**src/inc/ckgen_pkg.sv**
```systemverilog
// Shared constants for the clock generator and its register controller
package ckgen_pkg;

  localparam int unsigned  ACC_W      = 24;
  localparam int unsigned  CLK_KHZ    = 125000;
  // Model clocks are tick streams scaled down by this factor to fit under clk_i
  localparam int unsigned  RATE_SCALE = 16;
  localparam logic [23:0]  ACC_MOD    = 24'(CLK_KHZ * RATE_SCALE);
  localparam logic [23:0]  OSC_KHZ_DEF = 24'h002ee0;  // 12000 kHz
  localparam int unsigned  LOCK_TICKS = 8;
  localparam int unsigned  NBR        = 5;

  typedef enum int unsigned {BR_SYS, BR_FLASH, BR_CARD, BR_SERIAL, BR_REV} ckgen_branch_t;

  // A zero entry means the oscillator clock, except CARD_KHZ entry 7, which gives half of it
  localparam logic [23:0] SYS_KHZ   [4] = '{24'h0, 24'h005dc0, 24'h007530, 24'h009c40};
  localparam logic [23:0] FLASH_KHZ [8] = '{24'h0, 24'h00ea60, 24'h00bb80, 24'h009c40,
                                            24'h007530, 24'h005dc0, 24'h004e20, 24'h003e80};
  localparam logic [23:0] CARD_KHZ  [8] = '{24'h0, 24'h00ea60, 24'h00bb80, 24'h007530,
                                            24'h005dc0, 24'h004e20, 24'h003e80, 24'h0};
  localparam logic [23:0] REV_KHZ   [4] = '{24'h002ee0, 24'h003e80, 24'h004e20, 24'h002ee0};
  localparam logic [23:0] SERIAL_KHZ    = 24'h01d4c0;  // 120000 kHz

  localparam logic [1:0] REV_DIVIDED = 2'h3;
  localparam logic [2:0] CARD_OSC_HALF = 3'h7;

  // Register offsets
  localparam logic [7:0] OFS_CTRL   = 8'h00;
  localparam logic [7:0] OFS_SEL    = 8'h04;
  localparam logic [7:0] OFS_PLL    = 8'h08;
  localparam logic [7:0] OFS_CARD   = 8'h0c;
  localparam logic [7:0] OFS_STATUS = 8'h10;

  // CTRL fields
  localparam int unsigned CTRL_X2 = 0;
  localparam int unsigned CTRL_MASTER = 1;
  localparam int unsigned CTRL_PLL = 2;
  localparam int unsigned CTRL_FLASH = 3;
  localparam int unsigned CTRL_CARD = 4;
  localparam int unsigned CTRL_SERIAL = 5;
  localparam int unsigned CTRL_W = 6;
  // SEL fields: sys [1:0], flash [4:2], serial [5]
  localparam int unsigned SEL_SYS = 0;
  localparam int unsigned SEL_FLASH = 2;
  localparam int unsigned SEL_SERIAL = 5;
  localparam int unsigned SEL_W = 6;
  // PLL fields: ref div [3:0], rev div [7:4], rev select [9:8]
  localparam int unsigned PLL_REF = 0;
  localparam int unsigned PLL_REVDIV = 4;
  localparam int unsigned PLL_REVSEL = 8;
  localparam int unsigned PLL_W = 10;
  // CARD fields: select [2:0], divider [7:3]
  localparam int unsigned CARD_SEL = 0;
  localparam int unsigned CARD_DIV = 3;
  localparam int unsigned CARD_W = 8;

  localparam logic [CTRL_W-1:0] CTRL_RST = 6'h00;
  localparam logic [SEL_W-1:0]  SEL_RST  = 6'h00;
  localparam logic [PLL_W-1:0]  PLL_RST  = 10'h000;
  localparam logic [CARD_W-1:0] CARD_RST = 8'h00;

endpackage

```
**src/inc/ckgen_if.sv**
```systemverilog
// Configuration and status link between register controller and clock generator
`timescale 1ns/1ps
`default_nettype none
interface ckgen_if;
  logic       master_en;
  logic       pll_en;
  logic       double_speed;
  logic       flash_en;
  logic       card_en;
  logic       serial_en;
  logic [1:0] sys_sel;
  logic [2:0] flash_sel;
  logic       serial_sel;
  logic [3:0] ref_div;
  logic [3:0] rev_div;
  logic [1:0] rev_sel;
  logic [2:0] card_sel;
  logic [4:0] card_div;
  logic       lock;

  modport dev (input master_en, pll_en, double_speed, flash_en, card_en, serial_en, sys_sel,
               flash_sel, serial_sel, ref_div, rev_div, rev_sel, card_sel, card_div, output lock);
  modport ctl (output master_en, pll_en, double_speed, flash_en, card_en, serial_en, sys_sel,
               flash_sel, serial_sel, ref_div, rev_div, rev_sel, card_sel, card_div, input lock);
endinterface
`default_nettype wire

```
**src/core/ckgen_nco.sv**
```systemverilog
// Phase accumulator tick source; rate and run changes apply only at a period boundary
`timescale 1ns/1ps
`default_nettype none
module ckgen_nco
  import ckgen_pkg::*;
(
  input  wire logic              clk_i,
  input  wire logic              srst_i,
  input  wire logic              run_i,
  input  wire logic [ACC_W-1:0]  step_i,
  output logic                   tick_o
);
  logic [ACC_W-1:0] acc_reg;
  logic [ACC_W-1:0] step_reg;
  logic             active_reg;
  logic [ACC_W:0]   sum;
  wire              wrap;
  wire              boundary;

  assign sum      = {1'b0, acc_reg} + {1'b0, step_reg};
  assign wrap     = active_reg && (sum >= {1'b0, ACC_MOD});
  assign boundary = !active_reg || wrap;

  // Sampling run and step only at a boundary keeps every period whole
  always_ff @(posedge clk_i) begin
    if (srst_i) begin
      acc_reg    <= '0;
      step_reg   <= '0;
      active_reg <= 1'b0;
      tick_o     <= 1'b0;
    end else begin
      tick_o <= wrap;
      if (boundary) begin
        active_reg <= run_i;
        step_reg   <= step_i;
        acc_reg    <= wrap ? ACC_W'(sum - {1'b0, ACC_MOD}) : '0;
      end else begin
        acc_reg <= ACC_W'(sum);
      end
    end
  end
endmodule
`default_nettype wire

```
**src/core/ckgen_gen.sv**
```systemverilog
// Clock generator: PLL model, system, flash path, card and serial clock branches
////////////////////////////////////////////////////////////////////////////////
////////////////////////////////////////////////////////////////////////////////
`timescale 1ns/1ps
`default_nettype none
module ckgen_gen
  import ckgen_pkg::*;
#(
  parameter logic [ACC_W-1:0] OSC_KHZ = OSC_KHZ_DEF
)(
  input  wire logic  clk_i,
  input  wire logic  srst_i,
  ckgen_if.dev       cfg,
  input  wire logic  idle_i,
  output logic       osc_tick_o,
  output logic       cpu_tick_o,
  output logic       periph_tick_o,
  output logic       flash_tick_o,
  output logic       card_tick_o,
  output logic       serial_tick_o,
  output logic       pll_up_o,
  output logic       pll_down_o
);
  import ckgen_pkg::*;

  ////////////////////////////////////////////////////////////////////////////////
  // Branch tick sources
  // The oscillator source runs free; every other branch has its own run term
  logic [ACC_W-1:0] step [NBR];
  logic             run  [NBR];
  logic             br_tick [NBR];
  logic             osc_tick;

  wire pll_ok    = cfg.master_en && cfg.pll_en;
  wire sys_osc   = (cfg.sys_sel == 2'h0);
  wire flash_osc = (FLASH_KHZ[cfg.flash_sel] == '0);
  wire card_half = (cfg.card_sel == CARD_OSC_HALF);
  wire card_osc  = (CARD_KHZ[cfg.card_sel] == '0);

  assign step[BR_SYS]    = sys_osc ? OSC_KHZ : SYS_KHZ[cfg.sys_sel];
  assign step[BR_FLASH]  = flash_osc ? OSC_KHZ : FLASH_KHZ[cfg.flash_sel];
  assign step[BR_CARD]   = card_half ? (OSC_KHZ >> 1) :
                           (card_osc ? OSC_KHZ : CARD_KHZ[cfg.card_sel]);
  assign step[BR_SERIAL] = cfg.serial_sel ? SERIAL_KHZ : OSC_KHZ;
  assign step[BR_REV]    = REV_KHZ[cfg.rev_sel];

  // A PLL-derived source without the PLL would stop the branch rather than run wild
  assign run[BR_SYS]    = sys_osc || pll_ok;
  assign run[BR_FLASH]  = cfg.flash_en && (flash_osc || pll_ok);
  assign run[BR_CARD]   = cfg.card_en && (cfg.card_div != 5'h00) && (card_osc || card_half || pll_ok);
  assign run[BR_SERIAL] = cfg.serial_en && (!cfg.serial_sel || pll_ok);
  assign run[BR_REV]    = cfg.pll_en;

  ckgen_nco u_osc (
    .clk_i  (clk_i),
    .srst_i (srst_i),
    .run_i  (1'b1),
    .step_i (OSC_KHZ),
    .tick_o (osc_tick)
  );

  genvar gi;
  generate
    for (gi = 0; gi < NBR; gi++) begin : g_br
      ckgen_nco u_nco (
        .clk_i  (clk_i),
        .srst_i (srst_i),
        .run_i  (run[gi]),
        .step_i (step[gi]),
        .tick_o (br_tick[gi])
      );
    end
  endgenerate

  ////////////////////////////////////////////////////////////////////////////////
  // PLL comparator and lock filter
  // The edge-count error saturates and clears only with the PLL off, so the dividers
  // and the reverse select are best reprogrammed while the PLL is disabled
  logic [3:0] ref_cnt_reg;
  logic [3:0] rev_cnt_reg;
  logic       ref_tick;
  logic       rev_tick;
  logic signed [3:0] diff_reg;
  logic [3:0] lock_cnt_reg;
  logic       lock_reg;

  // The reference divider, and the reverse divider when rev_sel is REV_DIVIDED, count source ticks and fire on the terminal count
  wire rev_divided = (cfg.rev_sel == REV_DIVIDED);
  wire ref_hit     = osc_tick && (ref_cnt_reg >= cfg.ref_div);
  wire rev_hit     = br_tick[BR_REV] && (!rev_divided || rev_cnt_reg >= cfg.rev_div);
  wire near_zero   = (diff_reg >= -4'sd1) && (diff_reg <= 4'sd1);

  assign ref_tick = cfg.pll_en && ref_hit;
  assign rev_tick = cfg.pll_en && rev_hit;

  always_ff @(posedge clk_i) begin
    if (srst_i || !cfg.pll_en) begin
      ref_cnt_reg  <= 4'h0;
      rev_cnt_reg  <= 4'h0;
      diff_reg     <= 4'sd0;
      lock_cnt_reg <= 4'h0;
      lock_reg     <= 1'b0;
      pll_up_o     <= 1'b0;
      pll_down_o   <= 1'b0;
    end else begin
      if (osc_tick) begin
        ref_cnt_reg <= ref_hit ? 4'h0 : ref_cnt_reg + 4'h1;
      end
      if (br_tick[BR_REV]) begin
        rev_cnt_reg <= rev_hit ? 4'h0 : rev_cnt_reg + 4'h1;
      end
      // Coincident edges cancel, so neither pump output pulses
      pll_up_o   <= ref_tick && !rev_tick;
      pll_down_o <= rev_tick && !ref_tick;
      if (ref_tick && !rev_tick && diff_reg != 4'sd7) begin
        diff_reg <= diff_reg + 4'sd1;
      end else if (rev_tick && !ref_tick && diff_reg != -4'sd8) begin
        diff_reg <= diff_reg - 4'sd1;
      end
      // Lock needs a run of reference edges with the phase error inside one edge
      if (!near_zero) begin
        lock_cnt_reg <= 4'h0;
        lock_reg     <= 1'b0;
      end else if (ref_tick) begin
        if (lock_cnt_reg == 4'(LOCK_TICKS - 1)) begin
          lock_reg <= 1'b1;
        end else begin
          lock_cnt_reg <= lock_cnt_reg + 4'h1;
        end
      end
    end
  end

  assign cfg.lock = lock_reg;

  ////////////////////////////////////////////////////////////////////////////////
  // System, CPU and peripheral clocks, and card divider
  logic       half_reg;
  logic [4:0] card_cnt_reg;
  logic [4:0] card_lim_reg;

  // Standard mode keeps every other system tick, halving the rate
  wire sys_tick    = br_tick[BR_SYS];
  wire periph_tick = sys_tick && (cfg.double_speed || half_reg);
  wire card_due    = (5'(card_cnt_reg + 5'h1) >= card_lim_reg);

  always_ff @(posedge clk_i) begin
    if (srst_i) begin
      half_reg      <= 1'b0;
      card_cnt_reg  <= 5'h00;
      card_lim_reg  <= 5'h00;
      osc_tick_o    <= 1'b0;
      cpu_tick_o    <= 1'b0;
      periph_tick_o <= 1'b0;
      flash_tick_o  <= 1'b0;
      card_tick_o   <= 1'b0;
      serial_tick_o <= 1'b0;
    end else begin
      if (sys_tick) begin
        half_reg <= !half_reg;
      end
      osc_tick_o    <= osc_tick;
      periph_tick_o <= periph_tick;
      // Idle gates only the CPU stream; peripherals keep their time base
      cpu_tick_o    <= periph_tick && !idle_i;
      flash_tick_o  <= br_tick[BR_FLASH];
      serial_tick_o <= br_tick[BR_SERIAL];
      card_tick_o   <= 1'b0;
      // The divisor is sampled at an output edge, or while the branch is stopped at count zero, so a change never clips a period
      if (!run[BR_CARD] && card_cnt_reg == 5'h00) begin
        card_lim_reg <= cfg.card_div;
      end else if (br_tick[BR_CARD]) begin
        if (card_due) begin
          card_tick_o  <= 1'b1;
          card_cnt_reg <= 5'h00;
          card_lim_reg <= cfg.card_div;
        end else begin
          card_cnt_reg <= card_cnt_reg + 5'h01;
        end
      end
    end
  end
endmodule
`default_nettype wire

```
**src/flat_wrapper.sv**
```systemverilog
// flat-port wrapper written by rule: the top's interface ports become plain ports
module ckgen_gen_flat import ckgen_pkg::*;
#(
  parameter logic [ACC_W-1:0] OSC_KHZ = OSC_KHZ_DEF
)
  (clk_i, srst_i, idle_i, osc_tick_o, cpu_tick_o, periph_tick_o, flash_tick_o, card_tick_o, serial_tick_o, pll_up_o, pll_down_o, cfg_master_en, cfg_pll_en, cfg_double_speed, cfg_flash_en, cfg_card_en, cfg_serial_en, cfg_sys_sel, cfg_flash_sel, cfg_serial_sel, cfg_ref_div, cfg_rev_div, cfg_rev_sel, cfg_card_sel, cfg_card_div, cfg_lock);
  ckgen_if cfg_i ();
  input  wire logic clk_i;
  input  wire logic srst_i;
  input  wire logic idle_i;
  output logic osc_tick_o;
  output logic cpu_tick_o;
  output logic periph_tick_o;
  output logic flash_tick_o;
  output logic card_tick_o;
  output logic serial_tick_o;
  output logic pll_up_o;
  output logic pll_down_o;
  input wire logic [$bits(cfg_i.master_en)-1:0] cfg_master_en;
  input wire logic [$bits(cfg_i.pll_en)-1:0] cfg_pll_en;
  input wire logic [$bits(cfg_i.double_speed)-1:0] cfg_double_speed;
  input wire logic [$bits(cfg_i.flash_en)-1:0] cfg_flash_en;
  input wire logic [$bits(cfg_i.card_en)-1:0] cfg_card_en;
  input wire logic [$bits(cfg_i.serial_en)-1:0] cfg_serial_en;
  input wire logic [$bits(cfg_i.sys_sel)-1:0] cfg_sys_sel;
  input wire logic [$bits(cfg_i.flash_sel)-1:0] cfg_flash_sel;
  input wire logic [$bits(cfg_i.serial_sel)-1:0] cfg_serial_sel;
  input wire logic [$bits(cfg_i.ref_div)-1:0] cfg_ref_div;
  input wire logic [$bits(cfg_i.rev_div)-1:0] cfg_rev_div;
  input wire logic [$bits(cfg_i.rev_sel)-1:0] cfg_rev_sel;
  input wire logic [$bits(cfg_i.card_sel)-1:0] cfg_card_sel;
  input wire logic [$bits(cfg_i.card_div)-1:0] cfg_card_div;
  output wire logic [$bits(cfg_i.lock)-1:0] cfg_lock;
  assign cfg_i.master_en = cfg_master_en;
  assign cfg_i.pll_en = cfg_pll_en;
  assign cfg_i.double_speed = cfg_double_speed;
  assign cfg_i.flash_en = cfg_flash_en;
  assign cfg_i.card_en = cfg_card_en;
  assign cfg_i.serial_en = cfg_serial_en;
  assign cfg_i.sys_sel = cfg_sys_sel;
  assign cfg_i.flash_sel = cfg_flash_sel;
  assign cfg_i.serial_sel = cfg_serial_sel;
  assign cfg_i.ref_div = cfg_ref_div;
  assign cfg_i.rev_div = cfg_rev_div;
  assign cfg_i.rev_sel = cfg_rev_sel;
  assign cfg_i.card_sel = cfg_card_sel;
  assign cfg_i.card_div = cfg_card_div;
  assign cfg_lock = cfg_i.lock;
  ckgen_gen #(.OSC_KHZ(OSC_KHZ)) u_core (.clk_i(clk_i), .srst_i(srst_i), .cfg(cfg_i), .idle_i(idle_i), .osc_tick_o(osc_tick_o), .cpu_tick_o(cpu_tick_o), .periph_tick_o(periph_tick_o), .flash_tick_o(flash_tick_o), .card_tick_o(card_tick_o), .serial_tick_o(serial_tick_o), .pll_up_o(pll_up_o), .pll_down_o(pll_down_o));
endmodule
```
**config.mk**
```make
export PLATFORM = sky130hd
export DESIGN_NAME = ckgen_gen_flat
export DESIGN_NICKNAME = d
export VERILOG_FILES = /design/src/inc/ckgen_pkg.sv /design/src/inc/ckgen_if.sv /design/src/core/ckgen_nco.sv /design/src/core/ckgen_gen.sv /design/src/flat_wrapper.sv
export SDC_FILE = /design/constraint.sdc
export NUM_CORES = 1
export LEC_CHECK = 0
export BUFFER_PORTS_ARGS = -buffer_cell sky130_fd_sc_hd__buf_2
export CORE_ASPECT_RATIO = 0.6
export CORE_MARGIN = 2
export CORE_UTILIZATION = 40
export CTS_CLUSTER_DIAMETER = 50
export CTS_CLUSTER_SIZE = 20
export DETAILED_ROUTE_END_ITERATION = 7
export MAX_ROUTING_LAYER = met4
export PLACE_DENSITY = 0.65
export SYNTH_ARGS = -nofsm -noshare
export SYNTH_HDL_FRONTEND = slang
export SYNTH_HIERARCHICAL = 1
export SYNTH_SLANG_ARGS = --single-unit
```
**constraint.sdc**
```tcl
create_clock -name clk_i -period 4.94 [get_ports clk_i]
set_input_delay 0.741 -clock clk_i [delete_from_list [all_inputs] [get_ports clk_i]]
set_output_delay 0.741 -clock clk_i [all_outputs]
set_load 0.1 [all_outputs]
```
==> results_dict.tcl <==
set metrics [dict create \
    status "completed" \
    max_freq_mhz 234 \
    grt_overflow_total 0 \
    reg2reg_from "u_core/g_br[0].u_nco/step_reg[0]" \
    syn_inst 3105 \
    leakagePower_nw 11.3 \
    netlist.area_leader.share_pct 26.1 \
    maxCapViolCount 0 \
    pin_count 42 \
    dp_slack_ns 0.792 \
    cp-end-kind "flop" \
    dieArea_sq_um 66500 \
    async_reset_ff_share_pct 0 \
    hp-start "idle_i" \
    path_clk_slew_ns 0.08 \
    grt_max_degree 127 \
    dr_total_vias 22700 \
    worstPathArrival_ns 4.78 \
    syn_area_sq_um 25800 \
    switchingPower_w 0.00281 \
    relSlewSlack_pct 36.0 \
    start_kind "flop" \
    synth_cell_type_count 113 \
    drc_errors 0 \
    clkSinkCount 336 \
    min_path_type "input pin to flop" \
    peakVddDrop_uv 207 \
    synth_seq_cells 336 \
    drive_gt1_share_pct 7.06 \
    synth_edf_count 0 \
    fillers 6132 \
    htree_levels 2 \
    clock_path_buffers 3 \
    rsz0062_at_grt "no" \
    finClkSkew_ns 0.0458 \
    cts_resized 0 \
    coreArea_sq_um 63200 \
    avgSynthCellArea_sq_um 8.29 \
    fin_crit_ns 4.27 \
    insertion_delay_ns 0.59 \
    cellPowerDensity_nw_per_um2 287 \
    drv_slew 0 \
    die_w_um 332 \
    routed_via_density 5.64 \
    cts-root-buf "clkbuf_16" \
    hold_depth 2 \
    ant_nets 0 \
    io_buffers 41 \
    synth_top_cell_by_area "dfxtp_1" \
    tightestPinTransition_ns 0.960 \
    hold_viol 0 \
    finalSetupTns_ns 0 \
    place_hpwl_um 50200 \
    p_comb_share_pct 25.8 \
    holdPathEnd "u_core/cpu_tick_o" \
    area_delta_synth_final_pct 8.57 \
    netSwitchingFraction_pct 35.0 \
    crit_required_ns 5.45 \
    pwr-share-clk_pct 37.2 \
    critPathKind "flop to flop" \
    seq_power_share_pct 37.0 \
    cp_max_fo 28 \
    drt-initial-drc-count 2424 \
    ys.flop_type "dfxtp_1" \
    min_period_over_period_pct 86.5 \
    cts_made_buffers 37 \
    tritoncts "built" \
    dr.pass1.iters 6 \
    die_h_um 201 \
    routedWlPerCell_um 16.5 \
    grt_pass1_wl_um 109000 \
    synth.top_cells.by_area "dfxtp_1 26%, ha_1 9.4%, mux2i_1 6.9%" \
    grt_pass1_vias 20200 \
    fin_ws_ns 0.669 \
    finalSetupViolCount 0 \
    r2r_cells 15 \
    final_nets 3377 \
    synth_seq_area_share_pct 26.1 \
    ys_warn_count 6 \
    utilization_pct 44.3 \
    ff_latch_area_sq_um 6730 \
    start_util_pct 40.8 \
    rrSetupSlack_ns 0.67 \
    grt_antenna_before_repair 1 \
    p_int_w 0.00521 \
    wl_um 66200 \
    multi_input_area_sq_um 18200 \
    std_cell_rows 71 \
    hold_buffers 0 \
    gp_congestion 0.984 \
    grt_use_total_pct 20.1 \
    cts_setup_buffers 0 \
    r2r_end "u_core/g_br[0].u_nco/step_reg[21]" \
]
## cell usage after synthesis, drive strengths merged, types with 20 or more instances
cell    count
nor3       57
dfxtp     336
a211oi     47
and2       88
a21boi     26
nand3     121
a22oi      23
mux2i     178
o21ai     157
o211ai     33
ha        193
buf        83
xnor2      53
o21a       23
or2        22
nand2b    283
inv        75
a21o       64
xor2       37
nor2b      21
and3       27
nand4      61
a21oi     229
nand2     273
and4       23
nor2      137
a221oi     20
a211o      22
clkbuf     77
or3        41
## layout make-up
class	instances	share of cell area [%]
Multi-Input combinational cell	2627	65.0
Sequential cell	336	24.1
Clock buffer	39	3.37
Inverter	75	1.01
Antenna cell	1	0.00895
Timing Repair Buffer	68	1.53
Tap cell	839	3.75
Clock inverter	29	1.27
## cell families after synthesis
kind of cell	after synthesis	synth area share [%]
fa+ha+maj	199	9.84
simple gates	1210	25.6
xor+xnor	90	3.09
other cells	2	0.0292
buf+inv	235	4.71
flops	336	26.1
mux	184	7.18
compound gates	849	23.5
## worst max-delay path by stage
stage	startpoint	end	slack, ns	cells past startpoint
after global routing	u_core/g_br[0].u_nco/step_reg[0]	u_core/g_br[0].u_nco/step_reg[23]	0.43	15
after detailed placement	u_core/g_br[2].u_nco/acc_reg[0]	u_core/g_br[2].u_nco/step_reg[13]	0.79	11
after floorplan	u_core/g_br[2].u_nco/acc_reg[0]	u_core/g_br[2].u_nco/step_reg[10]	1.25	14
final	u_core/g_br[0].u_nco/step_reg[0]	u_core/g_br[0].u_nco/step_reg[21]	0.67	15
after CTS	u_core/g_br[2].u_nco/acc_reg[0]	u_core/g_br[2].u_nco/step_reg[13]	0.73	11
after global placement	u_core/g_br[3].u_nco/step_reg[0]	u_core/g_br[3].u_nco/acc_reg[15]	0.86	11
## placed cells by master (no fill, tap or decap), types with 95 or more instances in the layout
cell      instances
mux2i_1         178
a21oi_1         224
nand2_1         273
o21ai_0         124
nor2_1          136
nand2b_1        282
dfxtp_1         336
nand3_1         121
ha_1            193
conb_1           95
## critical path, stage by stage, from the launching register on
cell and delay (ns):
dfxtp_1 0.33, ha_1 0.22, fa_1 0.45, a211oi_4 0.32
o211ai_2 0.18, a21o_1 0.20, and2_1 0.20, inv_1 0.07
ha_1 0.13, inv_1 0.05, o21ai_0 0.60, nand4_2 0.26
a31oi_4 0.65, buf_4 0.28, nand3_1 0.09, a21oi_1 0.14
## per-stage QoR
step	cell area, sq um	std cells	hold slack (ns)	total power [W]
finish	28000	4014	0.323	0.00802
global route	28000	4014	0.289	0.00848
CTS	28000	4013	0.275	0.00808
detailed placement	26700	3945	0.424	0.00503
global placement	26700	3945	0.430	0.00503
floorplan	26100	3198	0.414	0.00461
## power by group through the flow
stage / clock network (W) / registers [W] / logic (W)
2_1_floorplan: 0 / 0.00299 / 0.00161
3_3_place_gp: 0 / 0.00302 / 0.00200
3_5_place_dp: 0 / 0.00303 / 0.00200
4_1_cts: 0.00309 / 0.00297 / 0.00202
5_1_grt: 0.00321 / 0.00298 / 0.00228
6_report: 0.00298 / 0.00297 / 0.00207
## routing by layer
metal | share of wire (%) | track usage [%] | wire, um | up-vias
li1 | - | - | - | 11400
met1 | 55 | 32.9 | 36400 | 10300
met2 | 33 | 23.3 | 22200 | 847
met3 | 10 | 4.92 | 6720 | 70
met4 | 1.3 | 3.88 | 887 | 0
met5 | 0 | - | 0 | -
Power figures use the tool's default switching activity.
